## src/rtl/evt_timebase_pkg.sv

```systemverilog
`default_nettype none

package evt_timebase_pkg;

  // Register byte addresses on the APB side.
  localparam logic [31:0] ENABLE_OFFSET  = 32'h0001_d30c;
  localparam logic [31:0] DIVIDER_OFFSET = 32'h0001_d320;

  // Event positions, numbered with position 0 as the word's most significant bit.
  localparam int SLAVE_REG_WRITE_DONE       = 1;
  localparam int SLAVE_REG_READ_DONE        = 2;
  localparam int SLAVE_XFER_DONE            = 3;
  localparam int DIAG_TIMER_EXPIRED         = 5;
  localparam int DIAG_HISTORY_FILLING       = 6;
  localparam int DIAG_COMMAND_DONE          = 7;
  localparam int INBOX_WRITTEN              = 8;
  localparam int OUTBOX_READ                = 9;
  localparam int SLAVE_COLLISION            = 11;
  localparam int SLAVE_XFER_TIMEOUT         = 12;
  localparam int SLAVE_BYTE_TIMEOUT         = 13;
  localparam int SLAVE_CLOCK_LOW_TIMEOUT    = 14;
  localparam int MASTER_XFER_DONE           = 17;
  localparam int BOOT_LOAD_TIMEOUT          = 19;
  localparam int BOOT_LOAD_ERROR            = 20;
  localparam int BOOT_LOAD_SIZE_ERROR       = 21;
  localparam int BOOT_LOAD_NO_DEVICE        = 22;
  localparam int BOOT_LOAD_SUCCESS          = 23;
  localparam int MASTER_NACK_RECEIVED       = 26;
  localparam int MASTER_COLLISION           = 27;
  localparam int MASTER_XFER_TIMEOUT        = 28;
  localparam int MASTER_BYTE_TIMEOUT        = 29;
  localparam int MASTER_CLOCK_LOW_TIMEOUT   = 30;
  localparam int MASTER_ARBITRATION_TIMEOUT = 31;

  // Turns a most-significant-first position into a one-hot word.
  function automatic logic [31:0] doc_bit(input int n);
    return 32'h8000_0000 >> n;
  endfunction

  // The two diagnostic enables that come up masked.
  localparam logic [31:0] DIAG_MASK = doc_bit(DIAG_HISTORY_FILLING) | doc_bit(DIAG_COMMAND_DONE);

  // Every implemented enable; all other positions are reserved.
  localparam logic [31:0] ENABLE_WMASK =
    doc_bit(SLAVE_REG_WRITE_DONE) | doc_bit(SLAVE_REG_READ_DONE) | doc_bit(SLAVE_XFER_DONE) |
    doc_bit(DIAG_TIMER_EXPIRED) | DIAG_MASK | doc_bit(INBOX_WRITTEN) | doc_bit(OUTBOX_READ) |
    doc_bit(SLAVE_COLLISION) | doc_bit(SLAVE_XFER_TIMEOUT) | doc_bit(SLAVE_BYTE_TIMEOUT) |
    doc_bit(SLAVE_CLOCK_LOW_TIMEOUT) | doc_bit(MASTER_XFER_DONE) | doc_bit(BOOT_LOAD_TIMEOUT) |
    doc_bit(BOOT_LOAD_ERROR) | doc_bit(BOOT_LOAD_SIZE_ERROR) | doc_bit(BOOT_LOAD_NO_DEVICE) |
    doc_bit(BOOT_LOAD_SUCCESS) | doc_bit(MASTER_NACK_RECEIVED) | doc_bit(MASTER_COLLISION) |
    doc_bit(MASTER_XFER_TIMEOUT) | doc_bit(MASTER_BYTE_TIMEOUT) |
    doc_bit(MASTER_CLOCK_LOW_TIMEOUT) | doc_bit(MASTER_ARBITRATION_TIMEOUT);

  // Reset values of the two registers.
  localparam logic [31:0] ENABLE_RESET  = 32'h74de_5f3f;
  localparam logic [31:0] DIVIDER_RESET = 32'h0063_03e7;

  // Writable bits of the divider register: the two 12-bit fields.
  localparam logic [31:0] DIVIDER_WMASK = 32'h0fff_0fff;

  // Width of each divider field.
  localparam int DIV_W = 12;

  // Divider register layout; the first member is the most significant.
  typedef struct packed {
    logic [3:0]       rsv_hi;
    logic [DIV_W-1:0] microsecond_divider;
    logic [3:0]       rsv_lo;
    logic [DIV_W-1:0] millisecond_divider;
  } divider_reg_t;

  // The two slow ticks that the controller's timers count.
  typedef struct packed {
    logic us;
    logic ms;
  } tick_t;

  // Register selected by an APB address.
  typedef enum logic [1:0] {SEL_NONE, SEL_ENABLE, SEL_DIVIDER} reg_sel_t;

endpackage

`default_nettype wire

```

## src/rtl/tick_divider.sv

```systemverilog
`timescale 1ns/1ps
`default_nettype none

// Counts advance strobes and emits one tick per (limit + 1) of them.
module tick_divider #(
  parameter int W = 12
) (
  // Clock and reset.
  input  wire logic         pclk,
  input  wire logic         presetn,
  // Count strobe and terminal value.
  input  wire logic         advance,
  input  wire logic [W-1:0] limit,
  // One-cycle tick, registered.
  output logic              tick
);

  // Refuses a counter with no bits while the design is elaborated.
  if (W < 1) begin : g_bad_w
    $error("tick_divider needs W of at least 1");
  end

  logic [W-1:0] count_q;  // Advances seen since the last tick.
  logic         at_end;   // Terminal count reached.

  // Using >= means a limit lowered below the running count wraps at once
  // instead of running through the whole counter range.
  assign at_end = (count_q >= limit);

  // Counter wraps to zero on the advance taken while it stands at the limit.
  always_ff @(posedge pclk or negedge presetn) begin
    if (!presetn) begin
      count_q <= '0;
    end else if (advance) begin
      count_q <= at_end ? '0 : count_q + W'(1);
    end
  end

  // Tick fires in the cycle after the wrapping advance.
  always_ff @(posedge pclk or negedge presetn) begin
    if (!presetn) begin
      tick <= 1'b0;
    end else begin
      tick <= advance && at_end;
    end
  end

endmodule

`default_nettype wire

```

## src/rtl/event_gate.sv

```systemverilog
`timescale 1ns/1ps
`default_nettype none

// Passes each recorded event into interrupt status only where enabled.
module event_gate #(
  parameter int N = 32
) (
  // Clock and reset.
  input  wire logic         pclk,
  input  wire logic         presetn,
  // Recorded events and their enables.
  input  wire logic [N-1:0] events,
  input  wire logic [N-1:0] enables,
  // Gated events, registered.
  output logic      [N-1:0] status
);

  // Refuses an empty event word while the design is elaborated.
  if (N < 1) begin : g_bad_n
    $error("event_gate needs N of at least 1");
  end

  // One flop per event; the events themselves are never altered here.
  for (genvar i = 0; i < N; i++) begin : g_bit
    always_ff @(posedge pclk or negedge presetn) begin
      if (!presetn) begin
        status[i] <= 1'b0;
      end else begin
        status[i] <= events[i] & enables[i];
      end
    end
  end

endmodule

`default_nettype wire

```

## src/rtl/evt_timebase.sv

```systemverilog
`timescale 1ns/1ps
`default_nettype none

module evt_timebase #(
  parameter int ADDR_W = 17
) (
  // APB clock and reset.
  input  wire logic              pclk,
  input  wire logic              presetn,
  // APB request.
  input  wire logic              psel,
  input  wire logic              penable,
  input  wire logic              pwrite,
  input  wire logic [ADDR_W-1:0] paddr,
  input  wire logic [31:0]       pwdata,
  input  wire logic [3:0]        pstrb,
  // APB answer.
  output logic                   pready,
  output logic [31:0]            prdata,
  output logic                   pslverr,
  // Events recorded by the controller's event register.
  input  wire logic [31:0]       event_recorded,
  // Events passed on to interrupt status.
  output logic [31:0]            irq_status_events,
  // Timebase ticks for the controller's timers.
  output evt_timebase_pkg::tick_t ticks
);

  // The highest register offset must fit in the address bus.
  if (ADDR_W < 17 || ADDR_W > 32) begin : g_bad_addr_w
    $error("evt_timebase needs ADDR_W in 17..32");
  end

  // Maps a byte address onto one of the two registers.
  // Only whole-word addresses match; any other address is refused.
  function automatic evt_timebase_pkg::reg_sel_t decode(input logic [31:0] addr);
    if (addr == evt_timebase_pkg::ENABLE_OFFSET) begin
      return evt_timebase_pkg::SEL_ENABLE;
    end else if (addr == evt_timebase_pkg::DIVIDER_OFFSET) begin
      return evt_timebase_pkg::SEL_DIVIDER;
    end
    return evt_timebase_pkg::SEL_NONE;
  endfunction

  // Merges write data by byte lane, touching only writable bits.
  // Lanes without a strobe, and reserved bits, keep their stored value.
  function automatic logic [31:0] merge(input logic [31:0] old, input logic [31:0] wdata,
                                        input logic [3:0] strb, input logic [31:0] wmask);
    logic [31:0] lanes;
    lanes = {{8{strb[3]}}, {8{strb[2]}}, {8{strb[1]}}, {8{strb[0]}}} & wmask;
    return (old & ~lanes) | (wdata & lanes);
  endfunction

  logic [31:0]                    enable_q;   // Event enable register.
  evt_timebase_pkg::divider_reg_t divider_q;  // Tick divider register.
  evt_timebase_pkg::reg_sel_t     sel;        // Register addressed now.
  logic                           access;     // APB access phase.
  logic                           done;       // Transfer completes this edge.
  logic                           wr_done;    // Write completes this edge.
  logic [31:0]                    rd_value;   // Read mux output.
  logic                           us_tick;    // Microsecond tick flop.
  logic                           ms_tick;    // Millisecond tick flop.

  assign sel     = decode(32'(paddr));
  assign access  = psel && penable;
  assign done    = access && pready;
  assign wr_done = done && pwrite;

  // APB answers after one wait state, so every answer comes from a flop.
  // The wait state costs a cycle per access but keeps the address decode
  // and the read mux off the path to the bus outputs.
  always_ff @(posedge pclk or negedge presetn) begin
    if (!presetn) begin
      pready <= 1'b0;
    end else begin
      pready <= access && !pready;
    end
  end

  // Read mux; reserved bits are never stored, so they read as zero.
  // The decode function never yields the fourth code of the select type.
  always_comb begin
    unique case (sel)
      evt_timebase_pkg::SEL_ENABLE: begin
        rd_value = enable_q & evt_timebase_pkg::ENABLE_WMASK;
      end
      evt_timebase_pkg::SEL_DIVIDER: begin
        rd_value = divider_q & evt_timebase_pkg::DIVIDER_WMASK;
      end
      evt_timebase_pkg::SEL_NONE: begin
        rd_value = 32'h0000_0000;
      end
    endcase
  end

  // Read data and error are captured in the first access cycle and stand
  // with pready; an unmapped address answers with an error and zero data.
  // Writes answer with zero data, so the bus never shows a stale value.
  always_ff @(posedge pclk or negedge presetn) begin
    if (!presetn) begin
      prdata  <= 32'h0000_0000;
      pslverr <= 1'b0;
    end else if (access && !pready) begin
      prdata  <= pwrite ? 32'h0000_0000 : rd_value;
      pslverr <= (sel == evt_timebase_pkg::SEL_NONE);
    end else begin
      prdata  <= 32'h0000_0000;
      pslverr <= 1'b0;
    end
  end

  // Enable register; reserved positions ignore writes.
  // The two diagnostic enables in DIAG_MASK come up clear, so those events stay masked.
  always_ff @(posedge pclk or negedge presetn) begin
    if (!presetn) begin
      enable_q <= evt_timebase_pkg::ENABLE_RESET;
    end else if (wr_done && sel == evt_timebase_pkg::SEL_ENABLE) begin
      enable_q <= merge(enable_q, pwdata, pstrb, evt_timebase_pkg::ENABLE_WMASK);
    end
  end

  // Divider register; a new value takes hold at the next wrap check.
  // Software that lowers a field mid-period sees one short period, never
  // a run through the whole counter range.
  always_ff @(posedge pclk or negedge presetn) begin
    if (!presetn) begin
      divider_q <= evt_timebase_pkg::DIVIDER_RESET;
    end else if (wr_done && sel == evt_timebase_pkg::SEL_DIVIDER) begin
      divider_q <= merge(divider_q, pwdata, pstrb, evt_timebase_pkg::DIVIDER_WMASK);
    end
  end

  // The recorded events are only read here, never cleared, so a masked
  // event still stands in the event register for software to see.
  // Status lags the events by one clock so that it leaves from a flop,
  // a delay that a level-held event never notices.
  event_gate #(
    .N (32)
  ) u_gate (
    .pclk    (pclk),
    .presetn (presetn),
    .events  (event_recorded),
    .enables (enable_q),
    .status  (irq_status_events)
  );

  // Microsecond divider counts every reference clock.
  tick_divider #(
    .W (evt_timebase_pkg::DIV_W)
  ) u_us_div (
    .pclk    (pclk),
    .presetn (presetn),
    .advance (1'b1),
    .limit   (divider_q.microsecond_divider),
    .tick    (us_tick)
  );

  // Millisecond divider counts microsecond ticks, not reference clocks.
  tick_divider #(
    .W (evt_timebase_pkg::DIV_W)
  ) u_ms_div (
    .pclk    (pclk),
    .presetn (presetn),
    .advance (us_tick),
    .limit   (divider_q.millisecond_divider),
    .tick    (ms_tick)
  );

  // Both ticks leave straight from their divider flops.
  // The millisecond tick trails the microsecond tick that wraps it by a clock.
  assign ticks.us = us_tick;
  assign ticks.ms = ms_tick;

  // Helper logic below is read only by the assertions.
  // The gap counters are 13 bits wide so that the longest period, a full
  // 12-bit field plus one, still fits without wrapping.

  logic [12:0] us_gap_q;     // Clocks since the last microsecond tick.
  logic        us_seen_q;    // A microsecond tick has occurred.
  logic        div_wr_q;     // Divider written since the last tick.
  logic [12:0] ms_gap_q;     // Microsecond ticks since the last ms tick.
  logic        ms_seen_q;    // A millisecond tick has occurred.
  logic        ms_div_wr_q;  // Divider written since the last ms tick.
  logic        div_write;    // Divider write this edge.

  assign div_write = wr_done && sel == evt_timebase_pkg::SEL_DIVIDER;

  // Measures the spacing of microsecond ticks while the divider is steady.
  // A divider write skips one check, since the period in flight may be short.
  always_ff @(posedge pclk or negedge presetn) begin
    if (!presetn) begin
      us_gap_q  <= 13'h0001;
      us_seen_q <= 1'b0;
      div_wr_q  <= 1'b0;
    end else if (us_tick) begin
      us_gap_q  <= 13'h0001;
      us_seen_q <= 1'b1;
      div_wr_q  <= div_write;
    end else begin
      us_gap_q  <= us_gap_q + 13'h0001;
      div_wr_q  <= div_wr_q || div_write;
    end
  end

  // Measures millisecond tick spacing in microsecond ticks.
  // Only microsecond ticks add to the gap, so the check is in those units.
  always_ff @(posedge pclk or negedge presetn) begin
    if (!presetn) begin
      ms_gap_q    <= 13'h0000;
      ms_seen_q   <= 1'b0;
      ms_div_wr_q <= 1'b0;
    end else if (ms_tick) begin
      ms_gap_q    <= {12'h000, us_tick};
      ms_seen_q   <= 1'b1;
      ms_div_wr_q <= div_write;
    end else begin
      ms_gap_q    <= ms_gap_q + {12'h000, us_tick};
      ms_div_wr_q <= ms_div_wr_q || div_write;
    end
  end

  // Status follows the enabled events one clock later, once out of reset.
  a_mask_blocks_event: assert property (
    @(posedge pclk) disable iff (!presetn)
    presetn |=> (irq_status_events == ($past(event_recorded) & $past(enable_q))))
    else $error("interrupt status does not follow enabled events");

  // Both diagnostic enables in DIAG_MASK must come out of reset clear.
  a_diag_masked_reset: assert property (
    @(posedge pclk) disable iff (!presetn)
    $rose(presetn) |-> ((enable_q & evt_timebase_pkg::DIAG_MASK) == 32'h0000_0000))
    else $error("diagnostic enables not clear after reset");

  // The whole enable word must come out of reset at its reset value.
  a_enable_reset_value: assert property (
    @(posedge pclk) disable iff (!presetn)
    $rose(presetn) |-> (enable_q == evt_timebase_pkg::ENABLE_RESET))
    else $error("enable register reset value wrong");

  // An all-ones write sets exactly the implemented enable positions.
  a_enable_all_ones: assert property (
    @(posedge pclk) disable iff (!presetn)
    (wr_done && sel == evt_timebase_pkg::SEL_ENABLE && pwdata == 32'hffff_ffff
     && pstrb == 4'hf) |=> (enable_q == evt_timebase_pkg::ENABLE_WMASK))
    else $error("enable positions wrong after all-ones write");

  // Reserved enable positions never show on the bus.
  a_reserved_read_zero: assert property (
    @(posedge pclk) disable iff (!presetn)
    (pready && !pwrite && sel == evt_timebase_pkg::SEL_ENABLE)
      |-> ((prdata & ~evt_timebase_pkg::ENABLE_WMASK) == 32'h0000_0000))
    else $error("reserved enable bits read nonzero");

  // With the divider left alone, microsecond ticks come field plus one clocks apart.
  a_us_tick_period: assert property (
    @(posedge pclk) disable iff (!presetn)
    (us_tick && us_seen_q && !div_wr_q && !div_write)
      |-> (us_gap_q == 13'(divider_q.microsecond_divider) + 13'h0001))
    else $error("microsecond tick spacing wrong");

  // Both divider fields must come out of reset at their reset values.
  a_div_reset_value: assert property (
    @(posedge pclk) disable iff (!presetn)
    $rose(presetn) |-> (divider_q == evt_timebase_pkg::DIVIDER_RESET))
    else $error("divider reset value wrong");

  // A millisecond tick only ever follows a microsecond tick.
  a_ms_follows_us: assert property (
    @(posedge pclk) disable iff (!presetn)
    ticks.ms |-> $past(ticks.us))
    else $error("millisecond tick without a microsecond tick");

  // Millisecond ticks come field plus one microsecond ticks apart.
  a_ms_tick_period: assert property (
    @(posedge pclk) disable iff (!presetn)
    (ms_tick && ms_seen_q && !ms_div_wr_q && !div_write)
      |-> (ms_gap_q == 13'(divider_q.millisecond_divider) + 13'h0001))
    else $error("millisecond tick spacing wrong");

  // With every enable clear, nothing reaches interrupt status.
  a_masked_kept_out: assert property (
    @(posedge pclk) disable iff (!presetn)
    (event_recorded != 32'h0000_0000 && enable_q == 32'h0000_0000)
      |=> (irq_status_events == 32'h0000_0000))
    else $error("masked event reached interrupt status");

  // Each access gets exactly one wait state and a one-cycle pready.
  a_pready_one_cycle: assert property (
    @(posedge pclk) disable iff (!presetn)
    (access && !pready) |=> (pready ##1 !pready))
    else $error("pready not a single-cycle answer");

  // An unmapped word answers with an error after the usual wait state.
  a_unmapped_error: assert property (
    @(posedge pclk) disable iff (!presetn)
    (access && !pready && sel == evt_timebase_pkg::SEL_NONE) |=> (pready && pslverr))
    else $error("unmapped access answered without error");

  // A refused transfer must leave both registers exactly as they were.
  a_unmapped_no_write: assert property (
    @(posedge pclk) disable iff (!presetn)
    (done && sel == evt_timebase_pkg::SEL_NONE) |=> ($stable(enable_q) && $stable(divider_q)))
    else $error("unmapped write changed a register");

  // A full-word enable write keeps exactly the implemented positions.
  a_enable_word_write: assert property (
    @(posedge pclk) disable iff (!presetn)
    (wr_done && sel == evt_timebase_pkg::SEL_ENABLE && pstrb == 4'hf)
      |=> (enable_q == ($past(pwdata) & evt_timebase_pkg::ENABLE_WMASK)))
    else $error("enable register write landed wrongly");

  // A full-word divider write keeps only the two divider fields.
  a_divider_word_write: assert property (
    @(posedge pclk) disable iff (!presetn)
    (wr_done && sel == evt_timebase_pkg::SEL_DIVIDER && pstrb == 4'hf)
      |=> (divider_q == ($past(pwdata) & evt_timebase_pkg::DIVIDER_WMASK)))
    else $error("divider register write landed wrongly");

  // Read data stands only with pready; the bus sees zero otherwise.
  a_prdata_idle_zero: assert property (
    @(posedge pclk) disable iff (!presetn)
    !pready |-> (prdata == 32'h0000_0000))
    else $error("read data present without pready");

  // Leaving reset, neither tick fires before the counters have run.
  a_ticks_quiet_reset: assert property (
    @(posedge pclk) disable iff (!presetn)
    $rose(presetn) |-> (!ticks.us && !ticks.ms))
    else $error("tick present right after reset");

endmodule

`default_nettype wire

```

## config.mk

```make
export PLATFORM = sky130hd
export DESIGN_NAME = evt_timebase
export DESIGN_NICKNAME = d
export VERILOG_FILES = /design/src/rtl/evt_timebase_pkg.sv /design/src/rtl/tick_divider.sv /design/src/rtl/event_gate.sv /design/src/rtl/evt_timebase.sv
export SDC_FILE = /design/constraint.sdc
export NUM_CORES = 1
export LEC_CHECK = 0
export ABC_AREA = 1
export BUFFER_PORTS_ARGS = -buffer_cell sky130_fd_sc_hd__buf_2
export CAP_MARGIN = 25
export CORE_MARGIN = 4
export CORE_UTILIZATION = 53
export DETAILED_ROUTE_END_ITERATION = 16
export PLACE_DENSITY = 0.8
export SLEW_MARGIN = 20
export SYNTH_ARGS = -nofsm -noshare
export SYNTH_HDL_FRONTEND = slang
export SYNTH_SLANG_ARGS = --single-unit
export TNS_END_PERCENT = 20
```

## constraint.sdc

```tcl
create_clock -name pclk -period 2.02 [get_ports pclk]
set_input_delay 0.404 -clock pclk [delete_from_list [all_inputs] [get_ports pclk]]
set_output_delay 0.404 -clock pclk [all_outputs]
set_load 0.1 [all_outputs]
```

==> summary.txt <==
Run status
  • Outcome: completed

CTS
  • H-tree levels: 4
  • # clock sinks: 129
  • Clock root buffer: clkbuf_16
  • Clock Pin Slew Worst Setup and Hold Paths: 0.05 ns
  • Worst-skew pair later-pin latency: 0.42 ns
  • CTS resizes: 0
  • CTS tree: yes
  • Clk buf depth: 2
  • CTS Buf Count: 17

Drt
  • Initial DRC Count: 289
  • DR DRC count: 0
  • Drt wl/cell: 14.80 um
  • Vias: 5141
  • DRT Pass-1 Iters: 5
  • Vias per cell: 5.214
  • Post-Route WL: 14600 um
  • ANT nets after route: 0

Min path
  • Worst min path class: primary input to register

Setup path
  • R2R cell count: 10
  • Startpoint class of the critical path: register
  • Critical path type: register to register
  • Cell mode on critical path: nor2_1
  • Worst reg2reg setup slack: 0.16 ns
  • CP endpoint kind: register
  • Worst EP arrival: 2.16 ns
  • CP endpoint: u_ms_div.count_q[10]$_DFFE_PN0P_
  • CP Max Fanout: 8
  • Required time of the critical path: 2.32 ns
  • Slowest cell on the critical path: dfstp_2
  • Family with the most delay on the worst path: simple AND/OR/NAND/NOR gates
  • CP Depth: 10
  • Buf+Inv Stages, Crit Path: 2
  • Reg-to-Reg End: u_ms_div.count_q[10]$_DFFE_PN0P_
  • CP Cell Sequence: inv_1 > ha_1 > nand2_1 > nor2_1 > nand3_1 > nor2_1 > nor2_1 > nor2_1 > buf_4 > nor2_1
  • Critical Path Max Stage Delay: 0.53 ns

Logic synthesis
  • Ys async rst share: 100.0%
  • Ys flop type: dfrtp_1
  • Yosys reg bits: 129
  • Synthesized area: 0.006061 mm2
  • Register area share after synthesis: 53.96%
  • Post-synth EDFFs: 0
  • Syn. warnings: 0
  • Count of different cell masters after synthesis: 30
  • Mean Syn Cell Area: 8.797 um2
  • Gate Count Post-Synth: 689

Global routing
  • Pin count of the biggest net entering global routing: 50
  • First-pass GRT wire length: 24360 um
  • Grt total ovfl: 0
  • Antenna violations before repair: 0
  • Vias in the first global route: 5179
  • GRT Util Overall: 23.51%

STA
  • Total negative setup slack: 0 ns
  • Rel. slew slack: 61.60%
  • RSZ-0062 raised after global routing: false
  • Measured slew at the worst slew-check pin: 0.5746 ns
  • Clock Skews: 0.006968 ns
  • Fin Hold WS: 0.1725 ns
  • Pins Over Slew Limit: 0
  • Final worst slack: 0.1613 ns
  • Final setup vio count: 0
  • Hold Vio Cnt, Final: 0
  • Final period util: 92.02%
  • F_max: 0.5380 GHz
  • Minimum clock period after layout: 1.859 ns

Die
  • # rows: 38
  • Initial Util: 54.95%
  • IO Pins: 158
  • Die width: 114.9 um
  • Die H: 114.9 um
  • Die Footprint: 0.01321 mm2
  • Placeable Area: 0.01103 mm2

Power
  • Peak supply drop: 484.2 uV
  • Power per Cell Area: 784.8 mW/mm2
  • Pleak: 4.056 nW

Finish
  • P&R area growth vs syn: 24.13%
  • Layout cell share with drive strength beyond 1: 27.07%
  • ANT cells: 0
  • Cell area after layout: 0.007523 mm2
  • Reg area: 0.003271 mm2
  • FILL cells: 862
  • Final Core Density: 68.21%
  • # nets final: 949
  • Area occupied by multi-input gates: 0.002305 mm2

Placed design
  • DP Worst Slack: 0.1739 ns
  • Final GP Congestion: 0.8816
  • IO buf count: 135
  • Area after DPL: 0.006923 mm2
  • Post-DP HPWL: 10750 um

Run
  • Max-cap viol count: 0
[worst min-delay path by stage]
stage               cells past startpoint  slack, ns                from                          end
floorplan                               0       0.11             presetn   asynchronous set/reset pin
global route                            3       0.17  event_recorded[29]  u_gate.status[29]$_DFF_PN0_
CTS                                     3       0.15  event_recorded[11]  u_gate.status[11]$_DFF_PN0_
detailed placement                      1       0.35             presetn  u_gate.status[29]$_DFF_PN0_
finish                                  3       0.17  event_recorded[11]  u_gate.status[11]$_DFF_PN0_
global placement                        1       0.35             presetn  u_gate.status[29]$_DFF_PN0_
[report_power, final]
| group | switching, mW | internal [mW] |
|---|---|---|
| sequential | 0.000850 | 2.59 |
| clock | 1.08 | 1.93 |
| combinational | 0.225 | 0.0750 |
[cells in the final DEF, fill, tap and decap left out, types with 2 or more instances in the layout]
| cell | netlist | layout |
|---|---|---|
| a21o_1 | 2 | 2 |
| a21oi_1 | 6 | 6 |
| and2_1 | 2 | 2 |
| buf_12 | 0 | 5 |
| buf_2 | 14 | 134 |
| buf_4 | 16 | 14 |
| bufinv_16 | 0 | 2 |
| clkbuf_16 | 0 | 17 |
| clkbuf_8 | 0 | 4 |
| clkinv_2 | 0 | 7 |
| clkinvlp_4 | 0 | 2 |
| conb_1 | 1 | 11 |
| dfrtp_1 | 95 | 95 |
| dfstp_2 | 34 | 34 |
| ha_1 | 26 | 26 |
| inv_1 | 79 | 79 |
| nand2_1 | 194 | 194 |
| nand3_1 | 39 | 39 |
| nand3_2 | 5 | 5 |
| nand4_1 | 53 | 53 |
| nor2_1 | 64 | 63 |
| nor2_4 | 1 | 3 |
| nor3_1 | 6 | 6 |
| o21ai_0 | 6 | 6 |
| o21ai_1 | 15 | 15 |
| xnor2_1 | 3 | 3 |
| xor2_1 | 11 | 11 |
[layout make-up]
cell class	count	area share [%]
multi-input combinational	452	30.63
inverter	79	3.941
timing repair buffer	154	11.77
clock buffer	21	6.386
clock inverter	11	1.464
tap	140	2.328
sequential	129	43.47
[what timing repair did]
| item | in CTS | in global routing |
|---|---|---|
| endpoints found under the hold margin | 23 | 0 |
| hold buffers | 1 | 0 |
| setup buffers | 0 | 0 |
[cells in the mapped netlist, types with 6 or more instances]
cell,count,area share [%]
dfrtp_1,95,39
inv_1,79,4.9
nand4_1,53,5.5
buf_2,14,1.2
nor3_1,6,0.50
xor2_1,11,1.6
buf_4,16,2.0
nand3_1,39,3.2
o21ai_0,6,0.50
nand2_1,194,12
dfstp_2,34,15
clkbuf_1,7,0.43
a21oi_1,6,0.50
o21ai_1,15,1.2
ha_1,26,5.4
nor2_1,64,4.0
[per-stage QoR]
step	std cells	power [mW]
floorplan	699	2.792
global placement	953	2.927
detailed placement	953	2.934
CTS	986	5.952
global route	986	6.087
finish	986	5.904
[worst reg2reg max path, cell delays in order, from the launching register on]
cell and delay (ns):
dfstp_2 0.53, inv_1 0.06, ha_1 0.31, nand2_1 0.07, nor2_1 0.15, nand3_1 0.11
nor2_1 0.12, nor2_1 0.05, nor2_1 0.12, buf_4 0.18, nor2_1 0.06
[cells by family (layout without fill, tap and decap cells)]
family	count (synthesis)	count (layout)	share of synthesized area, %
xor gates and xnor gates	14	14	2.023
DFF	129	129	53.96
AOI/OAI and AO/OA	32	32	2.828
buffers and inverters	118	265	8.836
adders and majority gates	26	26	5.367
and+or+nand+nor	369	369	26.92
other	1	11	0.06187
[metal layers]
| metal | wire length, um | GRT usage (%) | up-vias |
|---|---|---|---|
| li1 | - | - | 2473 |
| met1 | 5787 | 27.82 | 2481 |
| met5 | 0 | 0 | - |
| met3 | 898 | 5.842 | 29 |
| met4 | 325 | 10.56 | 0 |
| met2 | 7584 | 40.47 | 158 |
(Power assumes the default switching activity.)
